### config.mk
export PLATFORM = sky130hd
export DESIGN_NAME = psr_regs
export DESIGN_NICKNAME = d
export VERILOG_FILES = /design/src/design/psr_pkg.sv /design/src/design/psr_regs.sv /design/src/design/psr_sync.sv
export SDC_FILE = /design/constraint.sdc
export NUM_CORES = 1
export LEC_CHECK = 0
export BUFFER_PORTS_ARGS = -buffer_cell sky130_fd_sc_hd__buf_4
export CAP_MARGIN = 20
export CORE_MARGIN = 2
export CORE_UTILIZATION = 51
export DETAILED_ROUTE_END_ITERATION = 7
export GPL_TIMING_DRIVEN = 0
export HOLD_SLACK_MARGIN = 0.12
export PLACE_DENSITY_LB_ADDON = 0.1
export SYNTH_ARGS = -nofsm -noshare
export SYNTH_HDL_FRONTEND = slang
export SYNTH_SLANG_ARGS = --single-unit
### constraint.sdc
create_clock -name pclk -period 2.1 [get_ports pclk]
set_clock_uncertainty 0.15 [all_clocks]
set_input_delay 0.21 -clock pclk [delete_from_list [all_inputs] [get_ports pclk]]
set_output_delay 0.21 -clock pclk [all_outputs]
set_load 0.01 [all_outputs]
### src/design/psr_pkg.sv
// Purpose: Shared constants for the live status and interrupt enable block
// Assumes: APB byte address is four times the register index
// Notes: Status input vector positions are shared with the top module
package psr_pkg;
  // Register indices, byte address is index times four
  localparam logic [7:0] IDX_BASIC = 8'h01;
  localparam logic [7:0] IDX_STAT = 8'h11;
  localparam logic [7:0] IDX_IEN = 8'h12;
  localparam logic [7:0] IDX_CHG = 8'h13;
  localparam logic [7:0] IDX_FLT = 8'h1F;
  // Reset values and writable bits
  localparam logic [15:0] STAT_RST = 16'h0000;
  localparam logic [7:0] IEN_RST = 8'h00;
  localparam logic [7:0] IEN_WMASK = 8'hF3;
  // Positions in the synchronised status vector
  localparam int ST_SPD = 0;
  localparam int ST_TX = 1;
  localparam int ST_RX = 2;
  localparam int ST_COL = 3;
  localparam int ST_LNK = 4;
  localparam int ST_DUP = 5;
  localparam int ST_ANM = 6;
  localparam int ST_AND = 7;
  localparam int ST_POL = 8;
  localparam int ST_PAU = 9;
  localparam int ST_RF = 10;
  localparam int ST_JAB = 11;
  localparam int ST_PDF = 12;
  localparam int ST_W = 13;
  // Live status register fields
  localparam int B_SPD = 14;
  localparam int B_TX = 13;
  localparam int B_RX = 12;
  localparam int B_COL = 11;
  localparam int B_LNK = 10;
  localparam int B_DUP = 9;
  localparam int B_ANM = 8;
  localparam int B_AND = 7;
  localparam int B_POL = 5;
  localparam int B_PAU = 4;
  localparam int B_ERR = 3;
  // Interrupt enable fields
  localparam int E_AN = 7;
  localparam int E_SPD = 6;
  localparam int E_DUP = 5;
  localparam int E_LNK = 4;
  localparam int E_GEN = 1;
  localparam int E_TST = 0;
  // Status change fields
  localparam int C_AND = 7;
  localparam int C_SPD = 6;
  localparam int C_DUP = 5;
  localparam int C_LNK = 4;
  localparam int C_PEND = 2;
  // Basic status field
  localparam int BS_AND = 5;
endpackage : psr_pkg

### src/design/psr_regs.sv
// Purpose: Live status, interrupt enable and change registers over APB
// Assumes: Zero wait APB slave, 32 bit data, index times four addressing
// Notes: Read data is captured in the setup phase of each transfer
`timescale 1ns/1ps

////////////////////////////////////////////////////////////////////////////
// Overview of operation
// - Status bit 14 reads 1 in 100 Mbit twisted-pair mode.
// - Status bit 13 reads 1 while a packet is transmitted.
// - Status bit 12 reads 1 while a packet is received.
// - Status bit 11 reads 1 while a collision occurs.
// - Status bit 8 reads 1 when settings come from auto-negotiation.
// - Status bit 7 mirrors the negotiation complete bit of basic status.
// - Status bit 5 shows reversed polarity; meaningless at 100 Mbit.
// - Status bit 4 shows pause capability, zero by default.
// - Status bit 3 latches faults, clears when fault register is read.
// - Enable bit 7 lets negotiation complete raise an interrupt.
// - Enable bit 6 lets a speed change raise an interrupt.
// - Enable bit 5 lets a duplex change raise an interrupt.
// - Enable bit 4 lets a link change raise an interrupt.
// - Enable bit 1 is the global interrupt enable.
// - Enable bit 0 forces the interrupt pin low for test.
// - Change flags set on change, the negotiation flag on completion only; all clear when change register read.
// - Change register bit 2 reads 1 while an interrupt is pending.
module psr_regs (
  // Clock and reset
  input wire logic pclk,
  input wire logic presetn,
  // APB slave
  input wire logic [11:0] paddr,
  input wire logic psel,
  input wire logic penable,
  input wire logic pwrite,
  input wire logic [31:0] pwdata,
  input wire logic [3:0] pstrb,
  output logic [31:0] prdata,
  output logic pready,
  output logic pslverr,
  // Live state from the transceiver core
  input wire logic speed_100,
  input wire logic tx_active,
  input wire logic rx_active,
  input wire logic collision,
  input wire logic link_up,
  input wire logic full_duplex,
  input wire logic autoneg_mode,
  input wire logic autoneg_done,
  input wire logic polarity_rev,
  input wire logic pause_capable,
  input wire logic remote_fault,
  input wire logic jabber,
  input wire logic pd_fault,
  // Management interrupt
  output logic mgmt_irq_n
);
  logic [psr_pkg::ST_W-1:0] raw;
  logic [psr_pkg::ST_W-1:0] st;
  logic [7:0] ien;
  logic prev_spd;
  logic prev_dup;
  logic prev_lnk;
  logic prev_and;
  logic speed_changed_flag;
  logic duplex_changed_flag;
  logic link_changed_flag;
  logic an_done_flag;
  logic [2:0] flt;
  logic [3:0] clr_chg;
  logic [2:0] clr_flt;
  logic hit_q;
  logic [7:0] idx;
  logic hit;
  logic setup;
  logic access;
  logic [15:0] stat_word;
  logic [15:0] chg_word;
  logic [15:0] next_rdata;
  logic any_ev;
  logic rd_chg;
  logic rd_flt;

  ////////////////////////////////////////////////////////////////////////
  // Input synchronisation
  assign raw = {pd_fault, jabber, remote_fault, pause_capable, polarity_rev,
                autoneg_done, autoneg_mode, full_duplex, link_up,
                collision, rx_active, tx_active, speed_100};

  psr_sync #(
    .WIDTH(psr_pkg::ST_W)
  ) u_psr_sync (
    .pclk(pclk),
    .presetn(presetn),
    .din(raw),
    .dout(st)
  );

  ////////////////////////////////////////////////////////////////////////
  // Address decode
  assign idx = paddr[9:2];
  assign setup = psel & ~penable;
  assign access = psel & penable;
  assign hit = (paddr[1:0] == 2'h0) && (paddr[11:10] == 2'h0) &&
               ((idx == psr_pkg::IDX_BASIC) || (idx == psr_pkg::IDX_STAT) ||
                (idx == psr_pkg::IDX_IEN) || (idx == psr_pkg::IDX_CHG) ||
                (idx == psr_pkg::IDX_FLT));
  assign pready = 1'b1;
  assign pslverr = access & ~hit_q;
  assign rd_chg = access & ~pwrite & hit_q & (idx == psr_pkg::IDX_CHG);
  assign rd_flt = access & ~pwrite & hit_q & (idx == psr_pkg::IDX_FLT);

  ////////////////////////////////////////////////////////////////////////
  // Live status word
  always_comb begin
    stat_word = psr_pkg::STAT_RST;
    stat_word[psr_pkg::B_SPD] = st[psr_pkg::ST_SPD];
    stat_word[psr_pkg::B_TX] = st[psr_pkg::ST_TX];
    stat_word[psr_pkg::B_RX] = st[psr_pkg::ST_RX];
    stat_word[psr_pkg::B_COL] = st[psr_pkg::ST_COL];
    stat_word[psr_pkg::B_LNK] = st[psr_pkg::ST_LNK];
    stat_word[psr_pkg::B_DUP] = st[psr_pkg::ST_DUP];
    stat_word[psr_pkg::B_ANM] = st[psr_pkg::ST_ANM];
    stat_word[psr_pkg::B_AND] = st[psr_pkg::ST_AND];
    stat_word[psr_pkg::B_POL] = st[psr_pkg::ST_POL];
    stat_word[psr_pkg::B_PAU] = st[psr_pkg::ST_PAU];
    stat_word[psr_pkg::B_ERR] = |flt;
  end

  // Status change word
  always_comb begin
    chg_word = 16'h0000;
    chg_word[psr_pkg::C_AND] = st[psr_pkg::ST_AND];
    chg_word[psr_pkg::C_SPD] = speed_changed_flag;
    chg_word[psr_pkg::C_DUP] = duplex_changed_flag;
    chg_word[psr_pkg::C_LNK] = link_changed_flag;
    chg_word[psr_pkg::C_PEND] = ~mgmt_irq_n;
  end

  // Read mux
  always_comb begin
    next_rdata = 16'h0000;
    case (idx)
      psr_pkg::IDX_BASIC: begin
        next_rdata[psr_pkg::BS_AND] = st[psr_pkg::ST_AND];
      end
      psr_pkg::IDX_STAT: next_rdata = stat_word;
      psr_pkg::IDX_IEN: next_rdata = {8'h00, ien};
      psr_pkg::IDX_CHG: next_rdata = chg_word;
      psr_pkg::IDX_FLT: next_rdata = {13'h0000, flt};
      default: next_rdata = 16'h0000;
    endcase
  end

  ////////////////////////////////////////////////////////////////////////
  // Read data and clear masks captured in setup phase
  always_ff @(posedge pclk or negedge presetn) begin
    if (!presetn) begin
      prdata <= 32'h00000000;
      hit_q <= 1'b0;
      clr_chg <= 4'h0;
      clr_flt <= 3'h0;
    end else if (setup) begin
      prdata <= (hit && !pwrite) ? {16'h0000, next_rdata} : 32'h00000000;
      hit_q <= hit;
      clr_chg <= {an_done_flag, speed_changed_flag, duplex_changed_flag,
                  link_changed_flag};
      clr_flt <= flt;
    end
  end

  ////////////////////////////////////////////////////////////////////////
  // Interrupt enable register, reserved bits dropped
  always_ff @(posedge pclk or negedge presetn) begin
    if (!presetn) begin
      ien <= psr_pkg::IEN_RST;
    end else if (access && pwrite && hit_q && pstrb[0] &&
                 idx == psr_pkg::IDX_IEN) begin
      ien <= pwdata[7:0] & psr_pkg::IEN_WMASK;
    end
  end

  ////////////////////////////////////////////////////////////////////////
  // Previous values for change detection
  always_ff @(posedge pclk or negedge presetn) begin
    if (!presetn) begin
      prev_spd <= 1'b0;
      prev_dup <= 1'b0;
      prev_lnk <= 1'b0;
      prev_and <= 1'b0;
    end else begin
      prev_spd <= st[psr_pkg::ST_SPD];
      prev_dup <= st[psr_pkg::ST_DUP];
      prev_lnk <= st[psr_pkg::ST_LNK];
      prev_and <= st[psr_pkg::ST_AND];
    end
  end

  // Sticky change flags, a new change beats the read clear
  always_ff @(posedge pclk or negedge presetn) begin
    if (!presetn) begin
      speed_changed_flag <= 1'b0;
      duplex_changed_flag <= 1'b0;
      link_changed_flag <= 1'b0;
      an_done_flag <= 1'b0;
    end else begin
      speed_changed_flag <= (st[psr_pkg::ST_SPD] ^ prev_spd) |
        (speed_changed_flag & ~(rd_chg & clr_chg[2]));
      duplex_changed_flag <= (st[psr_pkg::ST_DUP] ^ prev_dup) |
        (duplex_changed_flag & ~(rd_chg & clr_chg[1]));
      link_changed_flag <= (st[psr_pkg::ST_LNK] ^ prev_lnk) |
        (link_changed_flag & ~(rd_chg & clr_chg[0]));
      an_done_flag <= (st[psr_pkg::ST_AND] & ~prev_and) |
        (an_done_flag & ~(rd_chg & clr_chg[3]));
    end
  end

  // Fault latches, cleared by reading the fault register
  always_ff @(posedge pclk or negedge presetn) begin
    if (!presetn) begin
      flt <= 3'h0;
    end else begin
      flt <= {st[psr_pkg::ST_PDF], st[psr_pkg::ST_JAB], st[psr_pkg::ST_RF]} |
             (flt & ~({3{rd_flt}} & clr_flt));
    end
  end

  ////////////////////////////////////////////////////////////////////////
  // Interrupt pin
  assign any_ev = (ien[psr_pkg::E_AN] & an_done_flag) |
                  (ien[psr_pkg::E_SPD] & speed_changed_flag) |
                  (ien[psr_pkg::E_DUP] & duplex_changed_flag) |
                  (ien[psr_pkg::E_LNK] & link_changed_flag);

  always_ff @(posedge pclk or negedge presetn) begin
    if (!presetn) begin
      mgmt_irq_n <= 1'b1;
    end else begin
      mgmt_irq_n <= ~((ien[psr_pkg::E_GEN] & any_ev) |
                      ien[psr_pkg::E_TST]);
    end
  end

  logic rd_stat;
  assign rd_stat = access & ~pwrite & hit_q & (idx == psr_pkg::IDX_STAT);
endmodule : psr_regs

### src/design/psr_sync.sv
// Purpose: Three stage synchroniser with agreement filter per bit
// Assumes: Inputs are asynchronous levels
// Notes: Output moves only when stages two and three agree
`timescale 1ns/1ps
module psr_sync #(
  parameter int WIDTH = 13
) (
  // Clock and reset
  input wire logic pclk,
  input wire logic presetn,
  // Data
  input wire logic [WIDTH-1:0] din,
  output logic [WIDTH-1:0] dout
);
  logic [WIDTH-1:0] s1;
  logic [WIDTH-1:0] s2;
  logic [WIDTH-1:0] s3;

  if (WIDTH < 1) begin : g_chk
    $error("psr_sync width must be positive");
  end

  // Shift chain, first stage feeds only the second
  always_ff @(posedge pclk or negedge presetn) begin
    if (!presetn) begin
      s1 <= '0;
      s2 <= '0;
      s3 <= '0;
    end else begin
      s1 <= din;
      s2 <= s1;
      s3 <= s2;
    end
  end

  // Accept a bit once stages two and three agree
  always_ff @(posedge pclk or negedge presetn) begin
    if (!presetn) begin
      dout <= '0;
    end else begin
      dout <= (~(s2 ^ s3) & s3) | ((s2 ^ s3) & dout);
    end
  end
endmodule : psr_sync

==> results.py <==
metrics = {
    "clocking": {
        "cts_setup_buffers": 0,
        "cts_tree": "done",
        "cts_max_level": 3,
        "root_buffer": "clkbuf_8",
        "cts.sinks": 93,
        "cts_max_path_buffers": 2,
        "clkTransAtPathRegs_ns": 0.08,
        "cts_made_buffers": 9,
        "insertion_delay_ns": 0.34,
    },
    "cells_and_area": {
        "final_cells": 431,
        "drive_gt1_frac": 0.297,
        "area_growth_pct": 31.3,
        "final_cell_mix": "dfrtp_1 (92), buf_4 (70), dlygate4sd3_1 (28)",
        "nets": 415,
        "mostFrequentLayoutCell": "dfrtp_1",
        "fin_area_sq_mm": 0.00446,
        "antenna_cells": 0,
    },
    "placed_design": {
        "dpl_cell_area_sq_mm": 0.00394,
        "numPortBuffers": 52,
        "dp_hpwl_um": 3990,
        "placed_cells": 386,
        "dp_slack_ns": -0.000625,
        "gp_congestion": 0.813,
    },
    "die": {
        "dieArea_sq_mm": 0.00733,
        "num_io_pins": 101,
        "die_w_um": 85.6,
        "start_util": 0.532,
        "die_h_um": 85.6,
        "num_rows": 29,
        "coreArea_sq_mm": 0.00639,
    },
    "timing": {
        "maxSlewHeadroom": 0.636,
        "setup_tns_ns": 0,
        "setup_viol": 0,
        "final_max_slew_viol_count": 0,
        "fmax_ghz": 0.497,
        "rsz0062_at_grt": "no",
        "fin_ws_ns": 0.0893,
        "finalHoldViolations": 0,
        "finalWorstPathRequiredPeriod_ns": 2.01,
        "worst_pin_slew_ns": 0.541,
        "finalCritPeriodShare": 0.957,
        "hold_slack_ns": 0.174,
    },
    "power": {
        "switching_share": 0.224,
        "p_leak_nw": 2.00,
        "power_frac_comb": 0.077,
        "p_sw_mw": 0.745,
        "power_density_mw_per_mm2": 747,
        "ir_worst_vdd_mv": 0.566,
        "pwr-share-clk": 0.353,
        "p_int_mw": 2.58,
        "pwr-share-seq": 0.569,
    },
    "logic_synthesis": {
        "ys.warnings.count": 0,
        "syn_avg_cell_area_sq_um": 14.1,
        "synthCells": 241,
        "synth-edff-count": 0,
        "ys_ff_latch": 93,
        "syn_area_sq_mm": 0.00340,
        "synth_flop_cell": "dfrtp_1",
        "async_flop_share": 1.00,
        "synth.distinct_cells": 42,
        "yosysSeqAreaShare": 0.685,
    },
    "route": {
        "wire_per_inst_um": 14.0,
        "ant_nets": 0,
        "vias_per_cell": 4.98,
        "vias": 2147,
        "wl_um": 6050,
        "drt_pre_antenna_iters": 4,
        "drt_iter0_drc": 78,
        "drc_errors": 0,
    },
    "worst_setup_path": {
        "arrival_ns": 2.10,
        "critPathMaxFanout": 3,
        "worstSetupPathType": "input pin to flip-flop",
        "critPathLaunchType": "input pin",
        "end_kind": "flip-flop",
        "required_ns": 2.19,
    },
    "global_routing": {
        "grt_pass1_vias": 2211,
        "grt_pass1_wl_um": 10200,
        "grt_remaining_overflow": 0,
        "grt.total_usage": 0.178,
        "grt_max_degree": 94,
        "antenna_found_initial": 0,
    },
    "job": {
        "cap_violations": 0,
    },
    "hold_path": {
        "hp-class": "input pin to flip-flop",
    },
    "status": {
        "status": "complete, no violations",
    },
}
critical path, stage by stage:
cell           delay [ns]
buf_4                0.11
nor3_1               0.26
dlygate4sd3_1        0.64
nand3_1              0.09
dlygate4sd3_1        0.59
o31ai_1              0.20
path summary, 6_finish.rpt:
check / from / endpoint / slack [ns] / cells past startpoint
worst min register to register: u_psr_sync.s1[0] / u_psr_sync.s2[0] / 0.20 / 0
worst max-delay path: paddr[7] / prdata[7] / 0.09 / 6
worst max register to register: hit_q / ien[7] / 0.35 / 5
max in group asynchronous: presetn / hit_q / 0.51 / 4
min in group asynchronous: presetn / u_psr_sync.s3[10] / 0.65 / 3
worst min-delay path: paddr[2] / prdata[4] / 0.17 / 4
layout make-up:
type / count / area [sq um]
fill: 474 / 1930
buffer: 25 / 165
inverter: 2 / 7.51
multi-input combinational: 137 / 962
tap: 77 / 96.3
clock inverter: 5 / 60.1
timing repair buffer: 81 / 698
sequential: 93 / 2330
clock buffer: 11 / 141
synth_stat cells (2+ instances only):
cell / instances / share of area
o21ai_0: 9 / 0.013
mux2i_1: 2 / 0.0059
a22o_1: 9 / 0.023
inv_1: 2 / 0.0022
a32oi_1: 2 / 0.0052
a21o_1: 6 / 0.013
nor2_1: 6 / 0.0066
dfrtp_1: 92 / 0.68
conb_1: 2 / 0.0022
buf_2: 3 / 0.0044
buf_4: 18 / 0.040
nor3_1: 2 / 0.0029
and2_1: 2 / 0.0037
mux2_2: 8 / 0.027
clkbuf_1: 4 / 0.0044
mux2_1: 6 / 0.020
xor2_1: 3 / 0.0077
a21oi_1: 2 / 0.0029
nor4_1: 2 / 0.0037
a31oi_1: 2 / 0.0037
nand3_1: 10 / 0.015
maj3_1: 13 / 0.038
nand2b_1: 2 / 0.0037
or3_1: 2 / 0.0037
nand2_1: 14 / 0.015
a22oi_1: 2 / 0.0044
what timing repair did:
action                                  4_1_cts  5_1_grt
hold endpoints to repair                    119       10
hold buffers                                 27        1
resized for setup                             0        1
endpoints found under the setup margin        0        3
power by group through the flow:
stage	Combinational, mW	Clock, mW	Sequential (mW)
2_1_floorplan	0.112	0	1.92
3_3_place_gp	0.213	0	1.93
3_5_place_dp	0.217	0	1.93
4_1_cts	0.250	1.20	1.90
5_1_grt	0.287	1.28	1.91
6_report	0.258	1.18	1.90
routing by layer:
metal	vias to the layer above	track usage	wire, um
li1	1028	-	-
met1	1054	0.232	2760
met2	59	0.300	2950
met3	6	0.0346	295
met4	0	0.0649	44
met5	-	0	0
metrics by stage:
| stage | power [mW] | utilization |
|---|---|---|
| 2_1_floorplan | 2.04 | - |
| 3_3_place_gp | 2.14 | 0.618 |
| 3_5_place_dp | 2.15 | 0.618 |
| 4_1_cts | 3.35 | 0.691 |
| 5_1_grt | 3.48 | 0.698 |
| 6_report | 3.33 | 0.698 |
logic make-up (layout without fill, tap and decap cells):
kind of cell,Yosys count,count (layout),synth area share
XOR/XNOR,3,3,0.00774
buffers and inverters,27,124,0.0508
multiplexers,16,16,0.0523
AO/OA/AOI/OAI,38,38,0.0807
AND/OR/NAND/NOR,49,49,0.0825
flip-flops,93,93,0.685
adder cells (fa/ha/maj),13,13,0.0383
other,2,18,0.00221
(Power assumes the default switching activity.)
